`src/hw/status_bank_pkg.sv`:
```
// constants for the motion cpu status register bank
// Functional notes
// - cycle time word refreshed every operation cycle
// - setting error loads offending program number
// - setting error loads erroneous item code
// - initial check records amplifier presence per axis
// - axes 1-16 low word, 17-32 high
// - amplifier gained after power-on sets bit
// - presence bits stay set once set
// - mode switch failures store three error words
`default_nettype none
package status_bank_pkg;
	localparam int ADDR_W = 4;
	localparam int DATA_W = 16;
	// ===========================================
	// register indices
	localparam logic [ADDR_W-1:0] A_CYCLE_TIME  = 4'h0;
	localparam logic [ADDR_W-1:0] A_ERR_PROG    = 4'h1;
	localparam logic [ADDR_W-1:0] A_ERR_ITEM    = 4'h2;
	localparam logic [ADDR_W-1:0] A_AMP_LOW     = 4'h3;
	localparam logic [ADDR_W-1:0] A_AMP_HIGH    = 4'h4;
	localparam logic [ADDR_W-1:0] A_MODE_ERR0   = 4'h5;
	localparam logic [ADDR_W-1:0] A_MODE_ERR1   = 4'h6;
	localparam logic [ADDR_W-1:0] A_MODE_ERR2   = 4'h7;
	localparam logic [ADDR_W-1:0] A_IRQ_STATUS  = 4'h8;
	localparam logic [ADDR_W-1:0] A_IRQ_MASK    = 4'h9;
	localparam logic [DATA_W-1:0] WORD_RESET    = 16'h0000;
	// ===========================================
	// interrupt status bit positions
	localparam int IRQ_SETTING_ERR = 0;
	localparam int IRQ_MODE_ERR    = 1;
	localparam int IRQ_AMP_NEW     = 2;
	localparam int IRQ_BITS        = 3;
endpackage
`default_nettype wire

```
`src/hw/motion_cpu_status_registers.sv`:
```
// motion cpu status register bank with interrupt status and mask
//
// Local design decisions: the address map and the strobed register port.
`timescale 1ns/1ps
`default_nettype none
module motion_cpu_status_registers
	import status_bank_pkg::*;
#(
	parameter int AXES = 32
) (
	input  wire logic              clk,
	input  wire logic              sys_rst,
	input  wire logic              cycle_tick,
	input  wire logic [DATA_W-1:0] cycle_time_us,
	input  wire logic              init_check,
	input  wire logic              servo_program_setting_error_flag,
	input  wire logic [DATA_W-1:0] setting_error_program,
	input  wire logic [DATA_W-1:0] setting_error_item,
	input  wire logic [AXES-1:0]   amp_detect,
	input  wire logic              mode_switch_error,
	input  wire logic [DATA_W-1:0] mode_error_word_0,
	input  wire logic [DATA_W-1:0] mode_error_word_1,
	input  wire logic [DATA_W-1:0] mode_error_word_2,
	input  wire logic [ADDR_W-1:0] reg_addr,
	input  wire logic [DATA_W-1:0] reg_wdata,
	input  wire logic              reg_write,
	input  wire logic              reg_read,
	output logic [DATA_W-1:0]      reg_rdata,
	output logic                   irq
);
	// ===========================================
	// synchronise amplifier detection pins
	logic [AXES-1:0] amp_meta;
	logic [AXES-1:0] amp_sync;
	always_ff @(posedge clk) begin
		if (sys_rst) begin
			amp_meta <= '0;
			amp_sync <= '0;
		end else begin
			amp_meta <= amp_detect;
			amp_sync <= amp_meta;
		end
	end

	// ===========================================
	// status words
	logic [DATA_W-1:0] motion_cycle_time;
	logic [DATA_W-1:0] error_servo_program_number;
	logic [DATA_W-1:0] error_setting_item_code;
	logic [AXES-1:0]   amp_present;
	logic [DATA_W-1:0] mode_switch_error_info_0;
	logic [DATA_W-1:0] mode_switch_error_info_1;
	logic [DATA_W-1:0] mode_switch_error_info_2;
	logic              set_err_d;
	logic              mode_err_d;
	logic [IRQ_BITS-1:0] irq_status;
	logic [IRQ_BITS-1:0] irq_mask;

	logic [DATA_W-1:0] next_motion_cycle_time;
	logic [DATA_W-1:0] next_error_servo_program_number;
	logic [DATA_W-1:0] next_error_setting_item_code;
	logic [AXES-1:0]   next_amp_present;
	logic [DATA_W-1:0] next_mode_switch_error_info_0;
	logic [DATA_W-1:0] next_mode_switch_error_info_1;
	logic [DATA_W-1:0] next_mode_switch_error_info_2;
	logic [IRQ_BITS-1:0] next_irq_status;
	logic [IRQ_BITS-1:0] next_irq_mask;
	logic [DATA_W-1:0] next_reg_rdata;
	logic              set_err_rise;
	logic              mode_err_rise;
	logic              amp_new;

	// ===========================================
	// next-state logic; software writes reach only the irq registers
	always_comb begin
		set_err_rise  = servo_program_setting_error_flag && !set_err_d;
		mode_err_rise = mode_switch_error && !mode_err_d;
		next_motion_cycle_time          = motion_cycle_time;
		next_error_servo_program_number = error_servo_program_number;
		next_error_setting_item_code    = error_setting_item_code;
		next_mode_switch_error_info_0   = mode_switch_error_info_0;
		next_mode_switch_error_info_1   = mode_switch_error_info_1;
		next_mode_switch_error_info_2   = mode_switch_error_info_2;
		if (cycle_tick) begin
			next_motion_cycle_time = cycle_time_us;
		end
		if (set_err_rise) begin
			next_error_servo_program_number = setting_error_program;
			next_error_setting_item_code    = setting_error_item;
		end
		if (mode_err_rise) begin
			next_mode_switch_error_info_0 = mode_error_word_0;
			next_mode_switch_error_info_1 = mode_error_word_1;
			next_mode_switch_error_info_2 = mode_error_word_2;
		end
		// or-in only: a lost amplifier never clears its bit
		next_amp_present = amp_present;
		if (init_check) begin
			next_amp_present = amp_present | amp_sync;
		end else begin
			next_amp_present = amp_present | amp_sync;
		end
		amp_new = |(amp_sync & ~amp_present);
		// write-one-to-clear, but a same-cycle event wins
		next_irq_mask   = irq_mask;
		next_irq_status = irq_status;
		if (reg_write && reg_addr == A_IRQ_STATUS) begin
			next_irq_status = irq_status & ~reg_wdata[IRQ_BITS-1:0];
		end
		if (reg_write && reg_addr == A_IRQ_MASK) begin
			next_irq_mask = reg_wdata[IRQ_BITS-1:0];
		end
		if (set_err_rise) begin
			next_irq_status[IRQ_SETTING_ERR] = 1'b1;
		end
		if (mode_err_rise) begin
			next_irq_status[IRQ_MODE_ERR] = 1'b1;
		end
		if (amp_new) begin
			next_irq_status[IRQ_AMP_NEW] = 1'b1;
		end
		// read mux; writes to status words fall through untouched
		next_reg_rdata = WORD_RESET;
		if (reg_read) begin
			unique case (reg_addr)
				A_CYCLE_TIME: next_reg_rdata = motion_cycle_time;
				A_ERR_PROG:   next_reg_rdata = error_servo_program_number;
				A_ERR_ITEM:   next_reg_rdata = error_setting_item_code;
				A_AMP_LOW:    next_reg_rdata = amp_present[DATA_W-1:0];
				A_AMP_HIGH:   next_reg_rdata = amp_present[2*DATA_W-1:DATA_W];
				A_MODE_ERR0:  next_reg_rdata = mode_switch_error_info_0;
				A_MODE_ERR1:  next_reg_rdata = mode_switch_error_info_1;
				A_MODE_ERR2:  next_reg_rdata = mode_switch_error_info_2;
				A_IRQ_STATUS: next_reg_rdata = {{(DATA_W-IRQ_BITS){1'b0}}, irq_status};
				A_IRQ_MASK:   next_reg_rdata = {{(DATA_W-IRQ_BITS){1'b0}}, irq_mask};
				default:      next_reg_rdata = WORD_RESET;
			endcase
		end
	end

	always_ff @(posedge clk) begin
		if (sys_rst) begin
			motion_cycle_time          <= WORD_RESET;
			error_servo_program_number <= WORD_RESET;
			error_setting_item_code    <= WORD_RESET;
			amp_present                <= '0;
			mode_switch_error_info_0   <= WORD_RESET;
			mode_switch_error_info_1   <= WORD_RESET;
			mode_switch_error_info_2   <= WORD_RESET;
			set_err_d                  <= 1'b0;
			mode_err_d                 <= 1'b0;
			irq_status                 <= '0;
			irq_mask                   <= '0;
			reg_rdata                  <= WORD_RESET;
		end else begin
			motion_cycle_time          <= next_motion_cycle_time;
			error_servo_program_number <= next_error_servo_program_number;
			error_setting_item_code    <= next_error_setting_item_code;
			amp_present                <= next_amp_present;
			mode_switch_error_info_0   <= next_mode_switch_error_info_0;
			mode_switch_error_info_1   <= next_mode_switch_error_info_1;
			mode_switch_error_info_2   <= next_mode_switch_error_info_2;
			set_err_d                  <= servo_program_setting_error_flag;
			mode_err_d                 <= mode_switch_error;
			irq_status                 <= next_irq_status;
			irq_mask                   <= next_irq_mask;
			reg_rdata                  <= next_reg_rdata;
		end
	end

	assign irq = |(irq_status & irq_mask);
endmodule
`default_nettype wire

```
`config.mk`:
```
export PLATFORM = sky130hd
export DESIGN_NAME = motion_cpu_status_registers
export DESIGN_NICKNAME = d
export VERILOG_FILES = /design/src/hw/status_bank_pkg.sv /design/src/hw/motion_cpu_status_registers.sv
export SDC_FILE = /design/constraint.sdc
export NUM_CORES = 1
export LEC_CHECK = 0
export BUFFER_PORTS_ARGS = -buffer_cell sky130_fd_sc_hd__clkbuf_2
export CAP_MARGIN = 15
export CELL_PAD_IN_SITES_DETAIL_PLACEMENT = 0
export CELL_PAD_IN_SITES_GLOBAL_PLACEMENT = 2
export CORE_ASPECT_RATIO = 1.4
export CORE_UTILIZATION = 35
export CTS_CLUSTER_DIAMETER = 100
export DETAILED_ROUTE_END_ITERATION = 8
export PLACE_DENSITY_LB_ADDON = 0.1
export SKIP_CTS_REPAIR_TIMING = 1
export SLEW_MARGIN = 20
export SYNTH_ARGS = -nofsm -noshare
export SYNTH_HDL_FRONTEND = slang
export SYNTH_SLANG_ARGS = --single-unit
```
`constraint.sdc`:
```
create_clock -name clk -period 3.4 [get_ports clk]
set_input_delay 0.68 -clock clk [delete_from_list [all_inputs] [get_ports clk]]
set_output_delay 0.68 -clock clk [all_outputs]
set_load 0.02 [all_outputs]
```
==> metrics.yaml, run 1 <==
synth_edf_count: 0
clock-root-buffer: "clkbuf_16"
drc_errors: 0
synth-seq-cells: 216
synth_cell_types: 42
vias: 6190
dr.pass1.iters: 4
timing_worst_setup_path_type: "flip-flop to primary output"
cp_slowest_stage_delay_ns: 0.47
std_cell_rows: 64
synth.most_common_cell: "dfxtp_1"
end_kind: "primary output"
tritoncts: "yes"
ys_top_cells_by_area: "dfxtp_1 (55%), nand2_1 (7.8%), nor2b_1 (5.5%)"
fmax_mhz: 446
critPathLaunchType: "flip-flop"
min_period_ns: 2.24
final_nets: 1152
place_area_sq_um: 8860
status: "completed"
fillerInstances: 2318
place_hpwl_microns: 16700
port_buffers: 158
setup_viol: 0
fin_area_sq_um: 9660
globalRouteMet1Util_pct: 25.4
cts.sinks: 216
ir_worst_vdd_uv: 336
rsz0062_at_grt: "false"
yosysWarningCount: 0
grt_busiest_layer: "met2"
syn-num-nets: 1015
clockBufferDepth: 3
synth_area_sq_um: 7870
die_h_microns: 179
async_flop_share_pct: 0
cp_cell_sequence: "a222oi_1 -> inv_1 -> clkbuf_2"
cts_made_buffers: 22
finClkSkew_ns: 0.00852
netlist.area_leader.share_pct: 55.0
slew_violations: 0
finalCritPeriodShare_pct: 65.9
max_cap_viol_count: 0
synth_flop_cell: "dfxtp_1"
drive_above_1_share_pct: 22.7
place_congestion: 0.822
clk_pin_slew_worst_paths_ns: 0.06
vias_per_cell: 4.73
ys_top_cells_by_count: "dfxtp_1 (216), nand2_1 (163), nor2_1 (88)"
grt-ovfl-total: 0
drtAntennaViolNets: 0
drt_iter0_markers: 275
setup_tns_ns: 0
regToRegSetupSlack_ns: 1.72
ys_seq_area_share_pct: 55.0
grt_pass1_wl_microns: 34500
initial_core_util_pct: 35.9
grt_use_total_pct: 19.9
path_buf_inv: 2
die_w_microns: 129
slowest_stage: "a222oi_1"
wl_per_cell_microns: 17.4
ioPinCount: 173
grt_max_degree: 102
p_leak_nw: 3.96
cp_top_family: "compound AO/OA/AOI/OAI gates"
syn_avg_cell_area_sq_um: 9.16
slew_headroom_pct: 42.1
hold_viol_final: 0
holdCritPathClass: "primary input to flip-flop"
syn_to_final_growth_pct: 22.8
path_max_fanout: 3
drt-total-wl_microns: 22700
antenna_found_initial: 0
cp.arrival_ns: 1.56
synth.largest_area_cell: "dfxtp_1"
die_area_sq_um: 23100
worst_pin_slew_ns: 0.868
power_density_nw_per_um2: 600
core_sq_um: 21900
fin_util_pct: 44.0
grt_pass1_vias: 5928
synthCells: 859
clk-insertion-delay-late_ns: 0.51
htreeDepth: 1
num_antenna_cells: 0
required_ns: 2.72
grtUsageMet3_pct: 2.95
use_met2_pct: 33.8
[sequential cells by signal (all words and copies together), names as in the netlist]
register,count
error_setting_item_code,16
irq_status,3
amp_sync,32
motion_cycle_time,16
reg_rdata,16
mode_err_d,1
mode_switch_error_info_2,16
amp_present,32
error_servo_program_number,16
mode_switch_error_info_0,16
irq_mask,3
amp_meta,32
set_err_d,1
mode_switch_error_info_1,16
[worst register-to-register path: stages (launching register included)]
cell	delay [ns]
dfxtp_1	0.36
nand2b_2	0.70
buf_4	0.32
nand2_1	0.07
a21oi_1	0.16
[per-layer routing]
layer,up-vias,part of all wire [%],wire length (microns)
met4,0,2.8,632
li1,3167,-,-
met1,2831,44,9930
met3,38,4.6,1040
met5,-,0,0
met2,154,49,11100
[layout by cell type (no fill, tap or decap), types with 2 or more instances in the layout]
cell type	netlist	final
buf_4	3	14
clkbuf_2	0	157
clkbuf_8	0	5
a21oi_1	83	83
nand2b_2	0	2
a22oi_1	31	31
o2111ai_1	4	4
bufinv_16	0	4
o22ai_1	9	9
inv_1	24	24
nor2b_1	69	67
clkbuf_16	0	23
mux2i_1	22	22
nor2_1	88	88
nand2b_1	16	14
a221oi_2	10	10
and4b_1	2	2
dfxtp_1	216	216
o21ai_0	5	5
clkinv_2	0	3
nand2_1	163	163
a31oi_1	15	15
clkbuf_1	33	5
a221oi_1	5	5
nor4b_4	2	2
a22o_1	13	13
a222oi_1	2	2
nor4_1	3	3
nand3b_1	2	2
[path summary, 6_finish.rpt]
check	startpoint	cells past startpoint	to
hold / removal	amp_detect[22]	2	amp_meta[22]
setup reg to reg	mode_err_d	4	mode_switch_error_info_1[6]
hold reg to reg	amp_meta[5]	1	amp_sync[5]
setup / recovery	irq_mask[2]	3	irq
[final cells by class]
class / instances / area, sq um / area share, %
Inverter: 24 / 90.1 / 0.932
Sequential cell: 216 / 4320 / 44.7
Tap cell: 297 / 372 / 3.85
Timing Repair Buffer: 172 / 902 / 9.34
Clock buffer: 33 / 663 / 6.86
Clock inverter: 7 / 135 / 1.40
Multi-Input combinational cell: 560 / 3180 / 32.9
[kinds of logic after synthesis]
logic type | after synthesis | synth area share, %
AOI/OAI and AO/OA | 182 | 15.6
DFF | 216 | 55.0
and+or+nand+nor | 355 | 21.5
muxes | 23 | 3.09
buffers and inverters | 83 | 4.85
[power by group]
part | leakage [nW] | internal (mW) | switching, mW | total, mW
clock | 0.394 | 1.65 | 0.988 | 2.64
combinational | 1.79 | 0.182 | 0.238 | 0.420
sequential | 1.78 | 2.66 | 0.0848 | 2.74
total | 3.96 | 4.49 | 1.31 | 5.80
[per-stage QoR]
step / power [mW] / hold slack, ns / instances / setup slack (ns)
final: 5.80 / 0.378 / 1309 / 1.16
after detailed placement: 3.23 / 0.422 / 1269 / 0.890
after global routing: 6.03 / 0.367 / 1309 / 1.08
after floorplan: 3.03 / 0.414 / 859 / 1.58
after CTS: 5.88 / 0.359 / 1309 / 1.11
after global placement: 3.22 / 0.417 / 1269 / 0.942
Note: power is estimated with default switching activity, not from simulation.
==> run 2: changes to the inputs <==
ABC_AREA = 1   (was not set)
CORE_UTILIZATION = 30   (was 35)
clock period = 2.2 ns   (was 3.4 ns; I/O delays follow)
==> run 2 against run 1 <==
Die area is 19% higher. Clock skew up 0.0045 ns. Largest cell class unchanged. Flip-flop and latch count is the same. Non-clock buffer count is 4 higher. Final cell count up 23%. Register-to-register slack worse by 0.94 ns. Critical path depth stayed put. Clock power rose by 52%. Total power is 55% higher. Via count grew 13%.
==> metrics.yaml, run 2 <==
die_h_microns: 196
holdPathStages: 3
r2r_end: "irq_status[1]"
synth_flop_cell: "dfxtp_1"
cp_slowest_stage_delay_ns: 0.37
async_flop_share_pct: 0
rsz0062_at_grt: "false"
syn-num-nets: 1280
drtAntennaViolNets: 0
vias_per_cell: 4.33
holdCritPathClass: "primary input to flip-flop"
die_area_sq_um: 27500
cp-startpoint: "irq_status[1]"
status: "completed"
slowest_stage: "dfxtp_1"
finalCritPeriodShare_pct: 77.7
min_period_ns: 1.71
core_sq_um: 26300
die_w_microns: 141
p_leak_nw: 4.74
ff2ff_path_depth: 4
slew_headroom_pct: 44.3
tritoncts: "yes"
synth.most_common_cell: "nor2_1"
path_buf_inv: 1
hold_end: "amp_meta[11]"
ys_top_cells_by_count: "nor2_1 (356), dfxtp_1 (216), nand2_1 (160)"
fillerInstances: 2895
cp_cell_sequence: "nand2_1 -> nand3_1 -> clkbuf_2"
reg.largest.list: "amp_meta: 32 flops, amp_present: 32 flops, amp_sync: 32 flops"
regToRegSetupSlack_ns: 0.78
path_max_fanout: 3
setup_viol: 0
vias: 6987
cts.sinks: 216
slew_violations: 0
grt-ovfl-total: 0
clock-root-buffer: "clkbuf_16"
layout_common_cells: "nor2_1 (355), dfxtp_1 (216), nand2_1 (160)"
synth_edf_count: 0
syn_avg_cell_area_sq_um: 7.17
ys_top_cells_by_area: "dfxtp_1 (54%), nor2_1 (17%), nand2_1 (7.4%)"
place_hpwl_microns: 18300
yosysWarningCount: 0
cp_top_family: "flip-flops"
max_cap_viol_count: 0
ys_seq_area_share_pct: 53.6
critPathLaunchType: "flip-flop"
cp.arrival_ns: 1.27
port_buffers: 158
drc_errors: 0
netlist.area_leader.share_pct: 53.6
worst_pin_slew_ns: 0.834
clk_pin_slew_worst_paths_ns: 0.06
power_density_nw_per_um2: 901
min_from: "amp_detect[11]"
final_nets: 1429
multiInputGateArea_sq_um: 3050
dr.pass1.iters: 4
setup_tns_ns: 0
end_kind: "primary output"
grt_pass1_vias: 6656
reg2reg_from: "mode_err_d"
synth-seq-cells: 216
required_ns: 1.76
place_congestion: 0.780
clockBufferDepth: 3
ir_worst_vdd_uv: 576
drt-total-wl_microns: 24500
grt_pass1_wl_microns: 37300
wl_per_cell_microns: 15.2
drt_iter0_markers: 310
synth_area_sq_um: 8060
grt_max_degree: 101
num_antenna_cells: 0
synthCells: 1124
htreeDepth: 1
timing_worst_setup_path_type: "flip-flop to primary output"
seqCellArea_sq_um: 4320
finClkSkew_ns: 0.0130
initial_core_util_pct: 30.7
syn_to_final_growth_pct: 24.0
p_total_mw: 9.01
cts_made_buffers: 23
drive_above_1_share_pct: 17.9
clk-insertion-delay-late_ns: 0.51
grt_use_total_pct: 17.9
std_cell_rows: 70
fmax_mhz: 585
hold_viol_final: 0
ioPinCount: 173
synth.largest_area_cell: "dfxtp_1"
synth_cell_types: 20
final_common_cell: "nor2_1"
antenna_found_initial: 0
## run 2: changes by cell type after synthesis, sizes merged, moves of 14 or more
cell / change
nor2: +273
o21ai: +129
inv: +101
nor2b: -69
a21oi: -58
nand3: +37
a22oi: -31
mux2i: -22
nand2b: -16
a221oi: -15
a31oi: -15
buf: -14
## run 2: logic make-up (layout without fill, tap and decap cells)
logic type,after synthesis,count (layout),synth area share [%]
compound gates,161,161,10.0
simple gates,568,568,27.8
buf+inv,179,343,8.57
flops,216,216,53.6
## run 2: how the worst max path moves through the flow
stage                                    to  slack (ns)  cells past startpoint
6_report                                irq        0.49                      3
5_1_grt                                 irq        0.41                      3
4_1_cts                                 irq        0.47                      3
3_5_place_dp                   reg_rdata[3]        0.45                      9
3_3_place_gp                   reg_rdata[3]        0.45                      9
2_1_floorplan  mode_switch_error_info_1[14]        0.86                      6
## run 2: power by group
part           internal, mW  leakage [nW]  switching [mW]  total (mW)
Combinational         0.274          2.56           0.451       0.725
Sequential             4.15          1.78           0.114        4.26
Clock                  2.47         0.390            1.55        4.02
## run 2: stage by stage
stage	instance area [sq um]	hold WS (ns)	util [%]	cells	setup WS (ns)
after floorplan	8060	0.388	-	1124	0.861
after global placement	9210	0.391	35.1	1572	0.453
after detailed placement	9210	0.392	35.1	1572	0.450
after CTS	10000	0.0982	38.0	1612	0.474
after global routing	10000	0.111	38.0	1612	0.410
final	10000	0.118	38.0	1612	0.490
## run 2: tightest hold or removal path: stages
cell	delay, ns
clkbuf_2	0.08
inv_1	0.04
nor2_1	0.03
## run 2: cell type report
cell class	count	share of cell area (%)
sequential	216	43.3
tap	324	4.06
timing repair buffer	176	9.54
clock buffer	33	6.73
multi-input combinational	729	30.5
clock inverter	7	1.14
inverter	127	4.77
## run 2: per-layer routing
layer	up-vias	global-route usage, %	share of wire [%]
met4	0	5.64	2.6
met1	3072	21.7	43
met5	-	0	0
li1	3728	-	-
met2	156	32.4	50
met3	31	2.59	4.2
==> run 3: changes to the inputs <==
clock period = 1.8 ns   (was 2.2 ns; I/O delays follow)
==> run 3 against run 2 <==
Clock power up 27%. Combinational power up 26%. Setup slack worse by 0.35 ns. First-iteration DRC count up 15%. Global-route usage up 0.21 points. Final area up 1.6%. Flip-flop and latch count unchanged. Wire length up 0.57%. Sequential share of layout area down 0.68 points. Clock-buffer cell count down 2. Non-clock buffer count up 11.
==> metrics.yaml, run 3 (synthesized netlist as in run 2, its figures left out) <==
critPathLaunchType: "flip-flop"
tritoncts: "yes"
vias_per_cell: 4.31
place_congestion: 0.792
die_h_microns: 196
timing_worst_setup_path_type: "flip-flop to primary output"
clock-root-buffer: "clkbuf_16"
p_switching_mw: 2.68
multiInputGateArea_sq_um: 3050
p_leak_nw: 4.82
grt_use_total_pct: 18.1
std_cell_rows: 70
holdPathStages: 3
status: "completed"
setup_viol: 0
fmax_mhz: 602
fin_ws_ns: 0.138
finClkSkew_ns: 0.0163
end_kind: "primary output"
ioPinCount: 173
min_period_ns: 1.66
grt_pass1_wl_microns: 37600
slew_violations: 0
antenna_found_initial: 0
required_ns: 1.44
ir_worst_vdd_uv: 669
reg.largest.list: "amp_meta: 32 flops, amp_present: 32 flops, amp_sync: 32 flops"
power_density_nw_per_um2: 1100
worst_hold_slack_ns: 0.0210
grt-ovfl-total: 0
worst_pin_slew_ns: 0.507
sequentialPowerShare_pct: 46.5
swShare_pct: 23.9
drt-total-wl_microns: 24600
preCtsSetupSlack_ns: 0.193
internal_power_mw: 8.53
p_total_mw: 11.2
die_area_sq_um: 27500
clk-insertion-delay-late_ns: 0.52
drive_above_1_share_pct: 18.7
grt_pass1_vias: 6778
syn_to_final_growth_pct: 26.0
final_nets: 1440
num_antenna_cells: 0
holdCritPathClass: "primary input to flip-flop"
drtAntennaViolNets: 0
finalCritPeriodShare_pct: 92.3
die_w_microns: 141
drt_iter0_markers: 357
dr.pass1.iters: 4
layout_common_cells: "nor2_1 (355), dfxtp_1 (216), nand2_1 (160)"
core_sq_um: 26300
clk_pin_slew_worst_paths_ns: 0.06
htreeDepth: 1
rsz0062_at_grt: "false"
ff2ff_path_depth: 5
path_max_fanout: 3
fillerInstances: 2837
cp.arrival_ns: 1.30
vias: 7008
final_common_cell: "nor2_1"
clockBufferDepth: 3
wl_per_cell_microns: 15.2
drc_errors: 0
clock_power_share_pct: 45.4
cts_made_buffers: 23
initial_core_util_pct: 30.7
max_cap_viol_count: 0
slew_headroom_pct: 66.2
cts.sinks: 216
port_buffers: 158
hold_viol_final: 0
p_comb_share_pct: 8.1
setup_tns_ns: 0
place_hpwl_microns: 18400
seqCellArea_sq_um: 4320
grt_max_degree: 101
run 3: path summary, 6_finish.rpt:
path	from	endpoint	slack (ns)
setup / recovery	irq_status[1]	irq	0.14
hold / removal	amp_detect[9]	amp_meta[9]	0.02
setup reg to reg	set_err_d	error_setting_item_code[1]	0.52
hold reg to reg	amp_meta[4]	amp_sync[4]	0.40
run 3: metrics by stage:
stage               area [sq um]  util (%)  std cells
CTS                        10200      38.7       1625
detailed placement          9340      35.6       1583
global route               10200      38.7       1625
finish                     10200      38.7       1625
global placement            9340      35.6       1583
floorplan                   8060         -       1124
run 3: critical path, stage by stage (launching register included):
cell and delay [ns]:
dfxtp_1 0.37, nand2_1 0.08, nand3_1 0.14, clkbuf_2 0.19
run 3: final cells by class:
type	count	share of cell area, %
Inverter	127	4.69
Sequential cell	216	42.6
Tap cell	324	3.99
Clock buffer	31	6.36
Clock inverter	11	1.65
Multi-Input combinational cell	729	30.0
Timing Repair Buffer	187	10.7
run 3: metal layers:
layer / share of wire [%] / track usage (%)
met1: 44 / 22.2
met2: 49 / 32.0
met3: 4.5 / 2.73
met4: 3.0 / 6.44
met5: 0 / 0
run 3: power groups by stage:
stage / logic (mW) / clock network, mW / registers [mW]
2_1_floorplan: 0.521 / 0 / 5.27
3_3_place_gp: 0.925 / 0 / 5.31
3_5_place_dp: 0.931 / 0 / 5.31
4_1_cts: 0.937 / 5.24 / 5.21
5_1_grt: 1.05 / 5.44 / 5.24
6_report: 0.912 / 5.09 / 5.21
